`config.mk`:
```
export PLATFORM = sky130hd
export DESIGN_NAME = smc_top
export DESIGN_NICKNAME = d
export VERILOG_FILES = /design/src/smc_pkg.sv /design/src/smc_top.sv
export VERILOG_INCLUDE_DIRS = /design/src
export SDC_FILE = /design/constraint.sdc
export NUM_CORES = 1
export LEC_CHECK = 0
export BUFFER_PORTS_ARGS = -buffer_cell sky130_fd_sc_hd__buf_4
export CAP_MARGIN = 20
export CORE_UTILIZATION = 56
export DETAILED_ROUTE_END_ITERATION = 16
export HOLD_SLACK_MARGIN = 0.12
export PLACE_DENSITY = 0.85
export SYNTH_ARGS = -nofsm -noshare
export SYNTH_HDL_FRONTEND = slang
export SYNTH_SLANG_ARGS = --single-unit
export TNS_END_PERCENT = 50
```
`constraint.sdc`:
```
create_clock -name aclk -period 3.37 [get_ports aclk]
set_clock_uncertainty 0.15 [all_clocks]
set_input_delay 0 -clock aclk [delete_from_list [all_inputs] [get_ports aclk]]
set_output_delay 0 -clock aclk [all_outputs]
set_load 0.1 [all_outputs]
```
`src/smc_map.svh`:
```
// Purpose: Offsets, fields, codes and cycle counts of the sleep controller
// Assumes: Included by bare name, definitions only
// Notes: Byte addresses on the AXI4-Lite register bus
`ifndef SMC_MAP_SVH
`define SMC_MAP_SVH

// Register byte addresses
`define SMC_A_CTRL 8'h00
`define SMC_A_CFG 8'h04
`define SMC_A_STAT 8'h08

// Sleep control fields: enable in bit 0, mode select in bits 3:1
`define SMC_CTRL_SE 0
`define SMC_CTRL_SM_LO 1
`define SMC_CTRL_SM_HI 3
`define SMC_CTRL_RST 4'h0

// Configuration fields
`define SMC_CFG_ADC_EN 0
`define SMC_CFG_LCD_EN 1
`define SMC_CFG_LCD_ASY 2
`define SMC_CFG_TMR_EN 3
`define SMC_CFG_TMR_ASY 4
`define SMC_CFG_XTAL 5
`define SMC_CFG_EXTERNAL_INT_LINE_ZERO_LVL 6
`define SMC_CFG_EXTERNAL_INT_LINE_ZERO_EN 7
`define SMC_CFG_FUSE_LO 8
`define SMC_CFG_FUSE_HI 9
`define SMC_CFG_PC_EN 10
`define SMC_CFG_RST 11'h000

// Mode select codes
`define SMC_SM_IDLE 3'h0
`define SMC_SM_ADCNR 3'h1
`define SMC_SM_PDOWN 3'h2
`define SMC_SM_PSAVE 3'h3
`define SMC_SM_STBY 3'h6

// Cycle counts: halt after start-up, standby wake, fuse start-up table
`define SMC_HALT_CYC 16'h0004
`define SMC_STBY_CYC 16'h0006
`define SMC_SU_F0 16'h0040
`define SMC_SU_F1 16'h0400
`define SMC_SU_F2 16'h1000

// AXI responses
`define SMC_RESP_OKAY 2'h0
`define SMC_RESP_SLVERR 2'h2

`endif

```
`src/smc_pkg.sv`:
```
// Purpose: Types of the sleep controller
// Assumes: Nothing beyond the language
// Notes: Constants live in smc_map.svh
package smc_pkg;
  typedef enum logic [1:0] {S_RUN, S_SLEEP, S_START, S_HALT} smc_state_t;
  typedef enum logic [2:0] {
    M_IDLE, M_ADCNR, M_PDOWN, M_PSAVE, M_STBY
  } smc_mode_t;
endpackage : smc_pkg

```
`src/smc_top.sv`:
```
// Purpose: Sleep-mode controller with AXI4-Lite registers
// Assumes: sleep_instr, irq levels and masks come from logic on aclk
// Notes: Wake pins and reset requests are synchronised here
// Summary of operation
// - Sleep needs enable bit plus sleep instruction
// - Interrupt wake: halt four cycles past start-up
// - Memories untouched across sleep and wake
// - Reset while asleep resumes at reset vector
// - Mode 000 idle: only core clocks stop
// - Idle wakes on any enabled interrupt
// - Idle or noise mode starts ADC conversion
// - Mode 001: converter, async clocks, oscillator run
// - Noise mode wakes on its listed sources
// - Mode 010 power-down: all generated clocks stop
// - Power-down wakes on resets, serial, level, pin
// - Deep modes: line zero wakes on level only
// - Power-down wake waits fuse-selected start-up
// - Mode 011 power-save keeps timer and LCD
// - Power-save also wakes on timer or LCD
// - Power-save stops unused oscillators
// - Power-save sync clock reaches LCD, timer only
// - Mode 110 with crystal: standby, six cycles
// - Timer oscillator on only for async users
`include "smc_map.svh"
`timescale 1ns/1ps
`default_nettype none

module smc_top import smc_pkg::*; #(
  parameter int SU_LONG = 16384
) (
  input wire logic aclk,
  input wire logic aresetn,
  input wire logic [7:0] awaddr,
  input wire logic awvalid,
  output logic awready,
  input wire logic [31:0] wdata,
  input wire logic [3:0] wstrb,
  input wire logic wvalid,
  output logic wready,
  output logic [1:0] bresp,
  output logic bvalid,
  input wire logic bready,
  input wire logic [7:0] araddr,
  input wire logic arvalid,
  output logic arready,
  output logic [31:0] rdata,
  output logic [1:0] rresp,
  output logic rvalid,
  input wire logic rready,
  input wire logic sleep_instr,
  input wire logic global_ie,
  input wire logic [1:0] async_timer_irq_mask,
  input wire logic adc_done_irq,
  input wire logic spm_ready_irq,
  input wire logic other_io_irq,
  input wire logic external_int_line_zero_n,
  input wire logic pin_change,
  input wire logic usi_start,
  input wire logic lcd_irq,
  input wire logic tmr_ovf,
  input wire logic tmr_cmp,
  input wire logic ext_rst_req,
  input wire logic wdt_rst_req,
  input wire logic bod_rst_req,
  output logic core_clock_en,
  output logic program_memory_clock_en,
  output logic peripheral_clock_en,
  output logic converter_clock_en,
  output logic asynchronous_clock_en,
  output logic main_osc_en,
  output logic timer_osc_en,
  output logic lcd_tmr_sync_clk_en,
  output logic core_halt,
  output logic mem_hold,
  output logic adc_start,
  output logic resume_irq,
  output logic resume_reset,
  output logic sleep_skip
);

  smc_state_t state_ff, nxt_state;
  smc_mode_t mode_ff, ent_mode;
  logic [15:0] cnt_ff, nxt_cnt, dly;
  logic [3:0] ctrl_ff;
  logic [10:0] cfg_ff;
  logic [8:0] sync1_ff, sync2_ff;
  logic external_int_line_zero_d_ff, by_rst_ff;
  logic [7:0] clk_ff;
  logic aw_ok_ff, w_ok_ff, bvalid_ff, rvalid_ff;
  logic [7:0] waddr_ff;
  logic [31:0] wdata_ff, rdata_ff;
  logic [3:0] wstrb_ff;
  logic [1:0] bresp_ff, rresp_ff;
  logic halt_ff, hold_ff, adc_st_ff, res_irq_ff, res_rst_ff, skip_ff;
  logic ent_ok, go_sleep, skip, src, wake_any, rst_s, resume;
  logic async_use, sync_use, external_int_line_zero_lvl, external_int_line_zero_edge, tmr_w, wr_go;
  logic [2:0] sm;
  logic aresetn_q;

  assign sm = ctrl_ff[`SMC_CTRL_SM_HI:`SMC_CTRL_SM_LO];
  assign async_use = (cfg_ff[`SMC_CFG_LCD_EN] & cfg_ff[`SMC_CFG_LCD_ASY])
    | (cfg_ff[`SMC_CFG_TMR_EN] & cfg_ff[`SMC_CFG_TMR_ASY]);
  assign sync_use = (cfg_ff[`SMC_CFG_LCD_EN] & ~cfg_ff[`SMC_CFG_LCD_ASY])
    | (cfg_ff[`SMC_CFG_TMR_EN] & ~cfg_ff[`SMC_CFG_TMR_ASY]);

  // Two-stage synchroniser for every pin-side wake or reset source
  // Stages reset to each pin's idle level, so no false wake after reset
  always_ff @(posedge aclk) begin
    if (!aresetn) begin
      sync1_ff <= 9'h001;
      sync2_ff <= 9'h001;
    end else begin
      sync1_ff <= {bod_rst_req, wdt_rst_req, ext_rst_req, tmr_cmp,
        tmr_ovf, lcd_irq, usi_start, pin_change,
        external_int_line_zero_n};
      sync2_ff <= sync1_ff;
    end
  end

  // Third stage only feeds the falling-edge detector
  always_ff @(posedge aclk) begin
    if (!aresetn) begin
      external_int_line_zero_d_ff <= 1'b1;
    end else begin
      external_int_line_zero_d_ff <= sync2_ff[0];
    end
  end

  // Wake sources, already qualified by their own enables
  assign rst_s = |sync2_ff[8:6];
  assign external_int_line_zero_lvl = cfg_ff[`SMC_CFG_EXTERNAL_INT_LINE_ZERO_EN] & cfg_ff[`SMC_CFG_EXTERNAL_INT_LINE_ZERO_LVL]
    & ~sync2_ff[0];
  assign external_int_line_zero_edge = cfg_ff[`SMC_CFG_EXTERNAL_INT_LINE_ZERO_EN] & ~cfg_ff[`SMC_CFG_EXTERNAL_INT_LINE_ZERO_LVL]
    & external_int_line_zero_d_ff & ~sync2_ff[0];
  assign tmr_w = (sync2_ff[4] & async_timer_irq_mask[0])
    | (sync2_ff[5] & async_timer_irq_mask[1]);

  // Per-mode wake filter; edge wake on line zero is idle-only
  always_comb begin
    src = 1'b0;
    case (mode_ff)
      M_IDLE: src = external_int_line_zero_lvl | external_int_line_zero_edge
        | (sync2_ff[1] & cfg_ff[`SMC_CFG_PC_EN])
        | sync2_ff[2] | sync2_ff[3] | tmr_w | spm_ready_irq
        | adc_done_irq | other_io_irq;
      M_ADCNR: src = external_int_line_zero_lvl | (sync2_ff[1] & cfg_ff[`SMC_CFG_PC_EN])
        | sync2_ff[2] | sync2_ff[3] | tmr_w | spm_ready_irq
        | adc_done_irq;
      M_PDOWN, M_STBY: src = external_int_line_zero_lvl
        | (sync2_ff[1] & cfg_ff[`SMC_CFG_PC_EN])
        | sync2_ff[2];
      M_PSAVE: src = external_int_line_zero_lvl | (sync2_ff[1] & cfg_ff[`SMC_CFG_PC_EN])
        | sync2_ff[2] | tmr_w | sync2_ff[3];
      default: src = 1'b0;
    endcase
  end
  // Interrupts wake only with the global enable; resets always wake
  assign wake_any = rst_s | (global_ie & src);

  // Mode decode at the sleep instruction; reserved codes do nothing
  always_comb begin
    ent_ok = 1'b1;
    ent_mode = M_IDLE;
    case (sm)
      `SMC_SM_IDLE: ent_mode = M_IDLE;
      `SMC_SM_ADCNR: ent_mode = M_ADCNR;
      `SMC_SM_PDOWN: ent_mode = M_PDOWN;
      `SMC_SM_PSAVE: ent_mode = M_PSAVE;
      // Standby needs a crystal; otherwise power-down is the safe fallback
      `SMC_SM_STBY: ent_mode = cfg_ff[`SMC_CFG_XTAL] ? M_STBY : M_PDOWN;
      default: ent_ok = 1'b0;
    endcase
  end
  assign go_sleep = (state_ff == S_RUN) & sleep_instr
    & ctrl_ff[`SMC_CTRL_SE] & ent_ok;
  assign skip = (state_ff == S_RUN) & sleep_instr & ~go_sleep;

  // Start-up delay: none in idle and noise, six cycles in standby, fuse table otherwise
  always_comb begin
    case (mode_ff)
      M_IDLE, M_ADCNR: dly = 16'h0000;
      M_STBY: dly = `SMC_STBY_CYC;
      default: begin
        case (cfg_ff[`SMC_CFG_FUSE_HI:`SMC_CFG_FUSE_LO])
          2'h0: dly = `SMC_SU_F0;
          2'h1: dly = `SMC_SU_F1;
          2'h2: dly = `SMC_SU_F2;
          default: dly = 16'(SU_LONG);
        endcase
      end
    endcase
  end

  // Sleep sequence: sleep, clock start-up, four-cycle halt, run
  always_comb begin
    nxt_state = state_ff;
    nxt_cnt = cnt_ff;
    case (state_ff)
      S_RUN: if (go_sleep) begin
        nxt_state = S_SLEEP;
      end
      S_SLEEP: if (wake_any) begin
        if (dly == 16'h0000) begin
          nxt_state = S_HALT;
          nxt_cnt = `SMC_HALT_CYC - 16'h0001;
        end else begin
          nxt_state = S_START;
          nxt_cnt = dly - 16'h0001;
        end
      end
      S_START: if (cnt_ff == 16'h0000) begin
        nxt_state = S_HALT;
        nxt_cnt = `SMC_HALT_CYC - 16'h0001;
      end else begin
        nxt_cnt = cnt_ff - 16'h0001;
      end
      S_HALT: if (cnt_ff == 16'h0000) begin
        nxt_state = S_RUN;
      end else begin
        nxt_cnt = cnt_ff - 16'h0001;
      end
      default: nxt_state = S_RUN;
    endcase
  end
  assign resume = (state_ff == S_HALT) & (cnt_ff == 16'h0000);

  always_ff @(posedge aclk) begin
    if (!aresetn) begin
      state_ff <= S_RUN;
      cnt_ff <= 16'h0000;
    end else begin
      state_ff <= nxt_state;
      cnt_ff <= nxt_cnt;
    end
  end

  // Mode is frozen at entry so register writes cannot move a sleeper
  always_ff @(posedge aclk) begin
    if (!aresetn) begin
      mode_ff <= M_IDLE;
    end else if (go_sleep) begin
      mode_ff <= ent_mode;
    end
  end

  // A reset seen anywhere in the wake path redirects to the vector
  always_ff @(posedge aclk) begin
    if (!aresetn) begin
      by_rst_ff <= 1'b0;
    end else if (state_ff == S_RUN) begin
      by_rst_ff <= 1'b0;
    end else if (rst_s) begin
      by_rst_ff <= 1'b1;
    end
  end

  // Clock plan {lt_sync, tosc, mosc, asy, adc, io, flash, core}
  function automatic logic [7:0] clk_plan(smc_state_t st, smc_mode_t md,
                                          logic au, logic su);
    logic r;
    r = (st == S_RUN);
    if (st != S_SLEEP) begin
      return {1'b1, au, 4'hf, r, r};
    end
    case (md)
      M_IDLE: return {1'b1, au, 4'hf, 2'h0};
      M_ADCNR: return {1'b0, au, 3'h7, 3'h0};
      M_PSAVE: return {su, au, su, au, 4'h0};
      M_STBY: return 8'h20;
      default: return 8'h00;
    endcase
  endfunction : clk_plan

  // Outputs register the next state so they line up with state_ff
  always_ff @(posedge aclk) begin
    if (!aresetn) begin
      clk_ff <= 8'hff;
      halt_ff <= 1'b0;
      hold_ff <= 1'b0;
    end else begin
      clk_ff <= clk_plan(nxt_state, go_sleep ? ent_mode : mode_ff,
                         async_use, sync_use);
      halt_ff <= (nxt_state != S_RUN);
      hold_ff <= (nxt_state != S_RUN);
    end
  end

  // One-cycle event pulses towards core and ADC
  always_ff @(posedge aclk) begin
    if (!aresetn) begin
      adc_st_ff <= 1'b0;
      res_irq_ff <= 1'b0;
      res_rst_ff <= 1'b0;
      skip_ff <= 1'b0;
    end else begin
      adc_st_ff <= go_sleep & cfg_ff[`SMC_CFG_ADC_EN]
        & (ent_mode == M_IDLE || ent_mode == M_ADCNR);
      res_irq_ff <= resume & ~(by_rst_ff | rst_s);
      res_rst_ff <= resume & (by_rst_ff | rst_s);
      skip_ff <= skip;
    end
  end

  // AXI write: address and data taken in either order, then answered
  assign wr_go = aw_ok_ff & w_ok_ff & ~bvalid_ff;
  always_ff @(posedge aclk) begin
    if (!aresetn) begin
      aw_ok_ff <= 1'b0;
      w_ok_ff <= 1'b0;
      bvalid_ff <= 1'b0;
      bresp_ff <= `SMC_RESP_OKAY;
      waddr_ff <= 8'h00;
      wdata_ff <= 32'h00000000;
      wstrb_ff <= 4'h0;
    end else begin
      if (awvalid && !aw_ok_ff) begin
        aw_ok_ff <= 1'b1;
        waddr_ff <= awaddr;
      end
      if (wvalid && !w_ok_ff) begin
        w_ok_ff <= 1'b1;
        wdata_ff <= wdata;
        wstrb_ff <= wstrb;
      end
      if (wr_go) begin
        bvalid_ff <= 1'b1;
        bresp_ff <= (waddr_ff == `SMC_A_CTRL || waddr_ff == `SMC_A_CFG)
          ? `SMC_RESP_OKAY : `SMC_RESP_SLVERR;
      end else if (bvalid_ff && bready) begin
        bvalid_ff <= 1'b0;
        aw_ok_ff <= 1'b0;
        w_ok_ff <= 1'b0;
      end
    end
  end

  // Register stores with byte lanes; status is read-only
  always_ff @(posedge aclk) begin
    if (!aresetn) begin
      ctrl_ff <= `SMC_CTRL_RST;
      cfg_ff <= `SMC_CFG_RST;
    end else if (wr_go) begin
      if (waddr_ff == `SMC_A_CTRL && wstrb_ff[0]) begin
        ctrl_ff <= wdata_ff[3:0];
      end
      if (waddr_ff == `SMC_A_CFG) begin
        if (wstrb_ff[0]) begin
          cfg_ff[7:0] <= wdata_ff[7:0];
        end
        if (wstrb_ff[1]) begin
          cfg_ff[10:8] <= wdata_ff[10:8];
        end
      end
    end
  end

  // AXI read: one outstanding read, answer one cycle after the address
  always_ff @(posedge aclk) begin
    if (!aresetn) begin
      rvalid_ff <= 1'b0;
      rdata_ff <= 32'h00000000;
      rresp_ff <= `SMC_RESP_OKAY;
    end else if (arvalid && !rvalid_ff) begin
      rvalid_ff <= 1'b1;
      rresp_ff <= `SMC_RESP_OKAY;
      case (araddr)
        `SMC_A_CTRL: rdata_ff <= {28'h0000000, ctrl_ff};
        `SMC_A_CFG: rdata_ff <= {21'h000000, cfg_ff};
        `SMC_A_STAT: rdata_ff <= {18'h00000, by_rst_ff, clk_ff,
                                  mode_ff, state_ff};
        default: begin
          rdata_ff <= 32'h00000000;
          rresp_ff <= `SMC_RESP_SLVERR;
        end
      endcase
    end else if (rvalid_ff && rready) begin
      rvalid_ff <= 1'b0;
    end
  end

  assign awready = ~aw_ok_ff & aresetn_q;
  assign wready = ~w_ok_ff & aresetn_q;
  assign arready = ~rvalid_ff & aresetn_q;
  assign bvalid = bvalid_ff;
  assign bresp = bresp_ff;
  assign rvalid = rvalid_ff;
  assign rdata = rdata_ff;
  assign rresp = rresp_ff;
  assign {lcd_tmr_sync_clk_en, timer_osc_en, main_osc_en,
          asynchronous_clock_en, converter_clock_en, peripheral_clock_en,
          program_memory_clock_en, core_clock_en} = clk_ff;
  assign core_halt = halt_ff;
  assign mem_hold = hold_ff;
  assign adc_start = adc_st_ff;
  assign resume_irq = res_irq_ff;
  assign resume_reset = res_rst_ff;
  assign sleep_skip = skip_ff;

  // Ready flag held low through reset so no beat is taken early
  always_ff @(posedge aclk) begin
    if (!aresetn) begin
      aresetn_q <= 1'b0;
    end else begin
      aresetn_q <= 1'b1;
    end
  end
endmodule : smc_top

`default_nettype wire

```
==> Yosys cells after proc, flatten, opt, wreduce, memory -nomap -nowiden <==
Cells that the tools add are included.
{ "totals": {"reg_bits": 131, "in_bits": 75, "out_inout_bits": 55, "word_cells": 184} }
{ "classes": {"add_sub_neg": 2, "eq_ne": 23, "mux": 37, "n_bitwise": 59, "n_reduce_logical": 36} }
{ "ops": {"columns": ["operator", "n"], "rows": [
  ["$mux 16", 4],
  ["$pmux 16 s3", 1],
  ["$pmux 15 s3", 1],
  ["$pmux 14 s3", 1],
  ["$logic_not 16->1", 2],
  ["$pmux 8 s4", 1],
  ["$sub 16x1->16 const B", 2],
  ["$pmux 15 s2", 1],
  ["$and 1x1->1", 27],
  ["$or 1x1->1", 21],
  ["$eq 8x3->1 const B", 2],
  ["$logic_not 8->1", 2],
  ["$mux 8", 2],
  ["$eq 3x2->1 const B", 5],
  ["$mux 1", 15],
  ["$eq 3x1->1 const B", 4],
  ["$logic_not 3->1", 4],
  ["$mux 2", 6],
  ["$pmux 3 s4", 1],
  ["$not 1->1", 11],
  ["$eq 3x3->1 const B", 3],
  ["$reduce_and 3->1", 3],
  ["$eq 8x4->1 const B", 1],
  ["$pmux 2 s4", 1],
  ["16 further kinds", 36]
]} }

==> Longest topological paths before layout <==
Gate-level depths: netlist (run 1).
{ "logic_depth": {"ltp_word": 21, "depth_mapped": 10, "mapped_depth_nobuf": 8} }

==> Least setup slack after synthesis (run 1) <==
OpenSTA, ideal clock, no wires.
{ "synth_timing": {"kind": "flip-flop to output port", "from": "reg rvalid_ff (netlist: rvalid)", "to": "out arready", "arrival_time_ns": 2.144, "required_time_ns": 3.220, "slack_ns": 1.076, "stages_incl_launch_ff": 2, "n_path_buf": 0, "path_cell_list": "dfxtp_1 nor2b_1"} }
{ "synth_via": {"elab_chain_len": 2} }
{ "synth_lines": {"columns": ["element", "line", "source"], "rows": [
  ["start: declaration", "smc_top.sv:89", "logic aw_ok_ff, w_ok_ff, bvalid_ff, rvalid_ff;"],
  ["start signal: assignment", "smc_top.sv:360", "rvalid_ff <= 1'b0;"],
  ["start signal: assignment", "smc_top.sv:364", "rvalid_ff <= 1'b1;"],
  ["start signal: assignment", "smc_top.sv:377", "rvalid_ff <= 1'b0;"],
  ["$not 1->1", "smc_top.sv:383", "assign arready = ~rvalid_ff & aresetn_q;"],
  ["$and 1x1->1", "smc_top.sv:383", null],
  ["end: declaration", "smc_top.sv:45", "output logic arready,"]
]} }
Every way passes these cells.

==> Final worst setup path (run 1) <==
{ "layout_timing": {"from": "in araddr[6]", "to": "reg rresp_ff[1] (netlist: rresp[1])"} }
{ "layout_via": {"elab_chain_len": 3, "word_cells_on_any_way": 5, "classes_between": "eq/ne: 2; mux: 1; reduce/logical: 2"} }
{ "layout_lines": {"columns": ["element", "line", "source"], "rows": [
  ["start: declaration", "smc_top.sv:43", "input wire logic [7:0] araddr,"],
  ["$eq 8x4->1 (tied with other cells)", "smc_top.sv:366", "case (araddr)"],
  ["$reduce_or 3->1 (no source line) *", null, null],
  ["$mux 2 *", "smc_top.sv:366", null],
  ["end signal: assignment", "smc_top.sv:362", "rresp_ff <= `SMC_RESP_OKAY;"],
  ["end signal: assignment", "smc_top.sv:365", "rresp_ff <= `SMC_RESP_OKAY;"],
  ["end signal: assignment", "smc_top.sv:373", "rresp_ff <= `SMC_RESP_SLVERR;"],
  ["end: declaration", "smc_top.sv:93", "logic [1:0] bresp_ff, rresp_ff;"]
]} }
Mark *: on every way between the ends. The rest lies on a longest branch, timed or not.
A chain may end at the register's enable or synchronous reset.

==> flow_summary.rst, run 1 <==
.. list-table::
   :header-rows: 1

   * - Metric
     - Value
   * - Startpoint-to-endpoint class of the critical path
     - in -> reg
   * - Core ar.
     - 0.00822 mm^2
   * - Total power of the final layout
     - 2.59 mW
   * - Final HPWL from detailed placement
     - 7870 um
   * - Initial Util
     - 57.9%
   * - Max-slew violation total from the final report
     - 0
   * - Die Span X
     - 94.2 um
   * - Final TNS setup
     - 0 ns
   * - Worst path required time
     - 3.50 ns
   * - Post-synthesis register bit count
     - 110
   * - Overflow left after global routing
     - 0
   * - Layout cells sized above 1
     - 17.4%
   * - Clock buffer depth
     - 2
   * - Critical Path Source Type
     - input port
   * - 1st-pass router iterations
     - 5
   * - Share of the synthesized area in the top cell type
     - 46.3%
   * - Pwr Density
     - 422 mW/mm^2
   * - Routed len/inst
     - 15.6 um
   * - Worst-Skew Late Latency
     - 0.38 ns
   * - Static Leak
     - 2.56 nW
   * - Setup repair after global routing missed its margin
     - false
   * - Max-slew headroom at the worst pin
     - 43.9%
   * - Highest net fanout along the worst path
     - 8
   * - DRT iter0 DRCs
     - 251
   * - Number of flops mapped to enable cells by yosys
     - 0
   * - CP Data Arrival Time
     - 3.26 ns
   * - Final antenna-violating net count
     - 0
   * - Synthesized instance count
     - 553
   * - Transition at the pin with the smallest max-transition slack
     - 0.840 ns
   * - Largest cells by area after synthesis
     - dfxtp_1 46%, nand2_1 6.0%, a21oi_1 5.4%, nor2_1 4.9%, mux2i_1 4.6%
   * - Syn. warnings
     - 0
   * - Max-cap violations
     - 0
   * - Via count of the first global-routing pass
     - 4336
   * - Largest net degree at the start of global routing
     - 46
   * - Count of input and output buffers
     - 86
   * - Synth cell types
     - 58
   * - Minimum clock period after layout
     - 3.13 ns
   * - Sequence of cells on the critical path
     - dlygate4sd3_1, buf_4, nor4_2, dlygate4sd3_1, nand2_1, a211oi_1, dlygate4sd3_1, nor2_1, dlygate4sd3_1
   * - Synth-to-Final Area Change
     - 29.3%
   * - Global-route wire length before repair
     - 20300 um
   * - Gate family responsible for the most delay along the worst path
     - buffers and inverters
   * - Critical-path top delay cell
     - dlygate4sd3_1
   * - CTS tree
     - done
   * - Routed wire length
     - 12300 um
   * - # DRC
     - 0
   * - Cell types with the highest counts after synthesis
     - 110 x dfxtp_1, 76 x nand2_1, 62 x nor2_1, 51 x a21oi_1
   * - Crit-path most repeated cell
     - dlygate4sd3_1
   * - Clock tree root driver cell
     - clkbuf_8
   * - Post-Syn Area
     - 0.00476 mm^2
   * - Clock sink count
     - 110
   * - Most frequent cell after synthesis
     - dfxtp_1
   * - Worst IR drop on VDD
     - 0.000357 V
   * - Sequential-to-total area share from yosys stat
     - 46.3%
   * - Tcrit/Tclk final
     - 92.8%
   * - Clock input transition at the sequential cells of the worst setup and hold paths
     - 0.11 ns
   * - Number of nets in the final layout
     - 759
   * - Antenna cell count
     - 0
   * - Depth of the CTS H-tree
     - 3
   * - Fin. Hold Viols
     - 0
   * - Max incr delay on CP
     - 0.69 ns
   * - Fmax
     - 0.320 GHz
   * - Total Die Area
     - 0.00887 mm^2
   * - Final weighted congestion in routability-driven placement
     - 0.848
   * - Area leader, netlist
     - dfxtp_1
   * - Antenna violations before repair
     - 0
   * - Min-delay worst type
     - in -> reg
   * - Proportion of synthesized flip-flops having asynchronous set or reset
     - 0%
   * - Via count
     - 4406
   * - Floorplan die height
     - 94.2 um
   * - GRT Overall Usage
     - 29.6%
   * - Setup violators final
     - 0
   * - Crit path capture type
     - flip-flop
   * - Run status
     - finished, final reports clean
   * - Number of vias per cell after detailed routing
     - 5.56
   * - Syn avg cell area
     - 8.60 um^2
   * - Post-synth top flop
     - dfxtp_1
   * - Cts bufs inserted
     - 9
   * - Standard-cell row count
     - 33
   * - Number of ports placed on the die boundary
     - 130
   * - Combined buffer and inverter count along the critical path
     - 5
layout make-up:
class	count	area (um^2)
repair buffers	149	1270
clock buffers	11	141
clock inverters	5	51.3
fillers	547	2070
multi-input cells	405	2320
inverters	8	30.0
well taps	105	131
flip-flops and latches	110	2200
worst paths after layout:
check                          from                  endpoint  slack, ns  cells past startpoint
max reg2reg     rvalid$_SDFFE_PN0P_     rresp[1]$_SDFFE_PN0P_       0.45                      5
min                       awaddr[2]  waddr_ff[2]$_SDFFE_PN0P_       0.25                      4
min reg2reg  sync1_ff[4]$_SDFF_PN0_    sync2_ff[4]$_SDFF_PN0_       0.29                      1
max                       araddr[6]     rresp[1]$_SDFFE_PN0P_       0.24                      9
sequential cells by signal (all words and copies together), names as in the netlist, 2 cells and up:
register	count
cnt_ff	16
rdata	14
cfg_ff	11
wdata_ff	11
sync1_ff	9
sync2_ff	9
waddr_ff	8
clk_ff	7
ctrl_ff	4
mode_ff	3
state_ff	2
wstrb_ff	2
worst min-delay path, cell delays in order:
cell           delay [ns]
dlygate4sd3_1        0.52
buf_4                0.10
mux2i_1              0.05
nor2_1               0.08
layer usage:
layer,up-vias,wire length (um),global-route usage [%]
li1,2133,-,-
met1,2065,5180,34.2
met2,164,6110,51.2
met3,44,578,7.12
met4,0,466,13.5
met5,-,0,0
report_power, final:
group	total, mW	leakage, nW	switching [mW]	internal, mW
combinational	0.454	1.57	0.303	0.151
sequential	1.36	0.896	0.0245	1.34
clock	0.781	0.0977	0.475	0.306
placed cells by master (no fill, tap or decap), types with 3 or more instances in the layout:
cell type / Yosys / layout
o21ai_0: 9 / 9
o21ai_1: 9 / 9
inv_6: 0 / 3
a21oi_1: 51 / 51
o22ai_1: 3 / 3
inv_1: 7 / 7
conb_1: 1 / 20
nor2_1: 62 / 62
and2_1: 19 / 19
buf_4: 22 / 89
mux2i_1: 22 / 22
nand2b_1: 11 / 11
clkbuf_8: 0 / 10
nand3b_1: 4 / 4
nor2b_1: 13 / 13
o31a_1: 4 / 4
nand3_1: 12 / 12
a31oi_1: 5 / 5
nand2_1: 76 / 76
a22oi_1: 12 / 12
and3_1: 5 / 5
dlygate4sd3_1: 0 / 60
o21a_1: 7 / 7
nor3_1: 17 / 17
a211oi_1: 3 / 3
dfxtp_1: 110 / 110
nor4_4: 3 / 3
metrics by stage:
stage                     hold slack, ns  area, um^2  util [%]  worst slack, ns  cells
final                              0.245        6150      74.8            0.243    793
after global routing               0.257        6150      74.8           0.0760    793
after CTS                          0.224        6140      74.8            0.406    793
after detailed placement          0.0454        5350      65.1            0.891    717
after global placement            0.0390        5350      65.1            0.945    717
after floorplan                   -0.122        4830         -             1.08    572
cells by family (layout without fill, tap and decap cells):
kind of cell	after synthesis	in the layout	synth area share, %
buf+inv	57	173	6.47
xor+xnor	1	1	0.184
flops	110	110	46.3
mux	23	23	4.95
simple gates	241	241	26.0
compound gates	119	119	15.8
other cells	1	20	0.0789
fa+ha+maj	1	1	0.263
repair_timing:
action / CTS / global route
hold buffers: 60 / 0
resized for setup: 0 / 1
hold endpoints to repair: 78 / 0
setup endpoints to repair: 0 / 1
setup buffers: 0 / 0
No activity file was read; power rests on OpenSTA's default activity.
==> inputs of run 2 (changes only) <==
CORE_ASPECT_RATIO = 1.1   (was not set)
GPL_TIMING_DRIVEN = 0   (was not set)
==> run 2 against run 1 <==
Compared with the run above: sequential share of layout area down 0.73 points; critical path depth unchanged; combinational power up 5.3%; count of clock-buffer cells in the layout unchanged.
==> flow_summary.rst, run 2 (synthesis results as in run 1) <==
.. list-table::
   :header-rows: 1

   * - Metric
     - Value
   * - Run status
     - finished, final reports clean
   * - Gate family responsible for the most delay along the worst path
     - buffers and inverters
   * - Setup repair after global routing missed its margin
     - false
   * - Tcrit/Tclk final
     - 94.6%
   * - Met3 wirelength from detailed routing
     - 697 um
   * - Max incr delay on CP
     - 0.67 ns
   * - Fin. Hold Viols
     - 0
   * - Final weighted congestion in routability-driven placement
     - 0.833
   * - Cell count along the critical path
     - 9
   * - Pwr Density
     - 416 mW/mm^2
   * - Layout cells sized above 1
     - 19.8%
   * - Startpoint-to-endpoint class of the critical path
     - in -> reg
   * - Synth-to-Final Area Change
     - 32.0%
   * - Standard-cell row count
     - 34
   * - Setup repair bufs after CTS
     - 0
   * - Floorplan die height
     - 98.7 um
   * - Combined buffer and inverter count along the critical path
     - 5
   * - # DRC
     - 0
   * - Clock input transition at the sequential cells of the worst setup and hold paths
     - 0.10 ns
   * - Transition at the pin with the smallest max-transition slack
     - 0.686 ns
   * - Critical-path top delay cell
     - dlygate4sd3_1
   * - R2R cell count
     - 8
   * - Setup violators final
     - 0
   * - Antenna cell count
     - 0
   * - Overflow left after global routing
     - 0
   * - Number of nets in the final layout
     - 792
   * - Largest Register
     - cnt_ff
   * - Sequence of cells on the critical path
     - dlygate4sd3_1, buf_4, nor4_1, dlygate4sd3_1, nand2_1, a211oi_2, dlygate4sd3_1, nor2_1, dlygate4sd3_1
   * - Die Span X
     - 89.9 um
   * - 1st-pass router iterations
     - 4
   * - GRT Overall Usage
     - 30.1%
   * - Largest net degree at the start of global routing
     - 19
   * - Number of vias per cell after detailed routing
     - 5.47
   * - Top layer in use
     - met4
   * - Routed wire length
     - 13100 um
   * - Count of input and output buffers
     - 85
   * - Top library cells by usage in the layout, fill and taps aside
     - 110 x dfxtp_1, 107 x buf_4, 76 x nand2_1
   * - Clock sink count
     - 110
   * - Antenna violations before repair
     - 0
   * - Static Leak
     - 2.64 nW
   * - Fmax
     - 0.314 GHz
   * - Max-cap violations
     - 0
   * - Crit-path most repeated cell
     - dlygate4sd3_1
   * - Total Die Area
     - 0.00887 mm^2
   * - Clock buffer depth
     - 2
   * - Core ar.
     - 0.00808 mm^2
   * - Reg-to-reg startpoint
     - cnt_ff[0]$_SDFFE_PN0P_
   * - Final HPWL from detailed placement
     - 9010 um
   * - Most common library cell in the layout ignoring fill and taps
     - dfxtp_1
   * - Worst IR drop on VDD
     - 0.000237 V
   * - Crit path capture type
     - flip-flop
   * - Total power of the final layout
     - 2.61 mW
   * - Highest net fanout along the worst path
     - 8
   * - Post-route met1 wirelength
     - 5210 um
   * - Via count of the first global-routing pass
     - 4583
   * - Endpoint of the most critical register-to-register path
     - clk_ff[6]$_SDFF_PN1_
   * - Final antenna-violating net count
     - 0
   * - Worst path required time
     - 3.48 ns
   * - Number of ports placed on the die boundary
     - 130
   * - Min-delay worst type
     - in -> reg
   * - DRT iter0 DRCs
     - 214
   * - Crit. Startpoint
     - araddr[6]
   * - Depth of the CTS H-tree
     - 3
   * - Amount of wire on met2 after detailed routing
     - 6820 um
   * - Worst-Skew Late Latency
     - 0.38 ns
   * - Critical Path Source Type
     - input port
   * - Minimum clock period after layout
     - 3.19 ns
   * - Via count
     - 4537
   * - Capture point of the worst path
     - rresp[1]$_SDFFE_PN0P_
   * - Cts bufs inserted
     - 9
   * - Max-slew headroom at the worst pin
     - 54.2%
   * - CP Data Arrival Time
     - 3.30 ns
   * - Routed len/inst
     - 15.8 um
   * - Final Core Density
     - 77.6%
   * - Clock tree root driver cell
     - clkbuf_8
   * - CTS tree
     - done
   * - Register-to-Register Setup Slack
     - 0.86 ns
   * - Initial Util
     - 58.8%
   * - Max-slew violation total from the final report
     - 0
   * - Global-route wire length before repair
     - 21200 um
   * - Max FFs per register
     - 16
   * - Final TNS setup
     - 0 ns
run 2: changes by cell type in the layout (fill, tap and decap cells not counted), sizes merged:
cell         before  now
clkbuf           11   33
clkinvlp          0    1
dlygate4sd3      60   48
clkinv            3    2
buf              89  112
run 2: worst min-delay path by stage:
stage	start	endpoint	slack (ns)	cells past startpoint
finish	aresetn	aresetn_q$_DFF_P_	0.15	2
global route	aresetn	aresetn_q$_DFF_P_	0.15	2
CTS	aresetn	aresetn_q$_DFF_P_	0.13	2
detailed placement	aresetn	aresetn_q$_DFF_P_	-0.01	1
global placement	aresetn	aresetn_q$_DFF_P_	-0.01	1
floorplan	aresetn	aresetn_q$_DFF_P_	-0.12	0
run 2: power breakdown:
group	switching, mW	internal [mW]	leakage, nW
clock	0.456	0.317	0.0967
combinational	0.315	0.163	1.64
sequential	0.0225	1.34	0.896
run 2: area by class of cell:
type | instances | area [um^2]
buffer | 49 | 278
inverter | 8 | 30.0
timing repair buffer | 133 | 1120
sequential | 110 | 2200
clock buffer | 11 | 151
tap | 108 | 135
multi-input combinational | 405 | 2320
fill | 543 | 1810
clock inverter | 5 | 38.8
run 2: layer usage:
metal | up-vias | global-route usage, %
met2 | 142 | 55.4
met4 | 0 | 15.8
met1 | 2147 | 33.4
met5 | - | 0
li1 | 2214 | -
met3 | 34 | 4.71
run 2: timing repair:
item                                   in CTS  in global routing
resized for setup                           0                  1
hold buffers                               48                  0
endpoints found under the hold margin      64                  0
setup endpoints to repair                   0                  1
run 2: metrics by stage:
step | hold slack [ns] | setup slack, ns | cells | cell area [um^2]
2_1_floorplan | -0.122 | 1.08 | 572 | 4830
3_3_place_gp | -0.0120 | 0.934 | 765 | 5600
3_5_place_dp | -0.0121 | 0.885 | 765 | 5600
4_1_cts | 0.132 | 0.275 | 829 | 6270
5_1_grt | 0.145 | 0.0675 | 829 | 6280
6_report | 0.147 | 0.181 | 829 | 6280
run 2: worst register-to-register path, stage by stage, from the launching register on:
cell,delay (ns)
dfxtp_1,0.34
inv_1,0.09
ha_1,0.22
nor4b_4,0.36
nand2_1,0.20
o21ai_1,0.24
nand3_2,0.22
nor4_4,0.47
a22oi_2,0.10
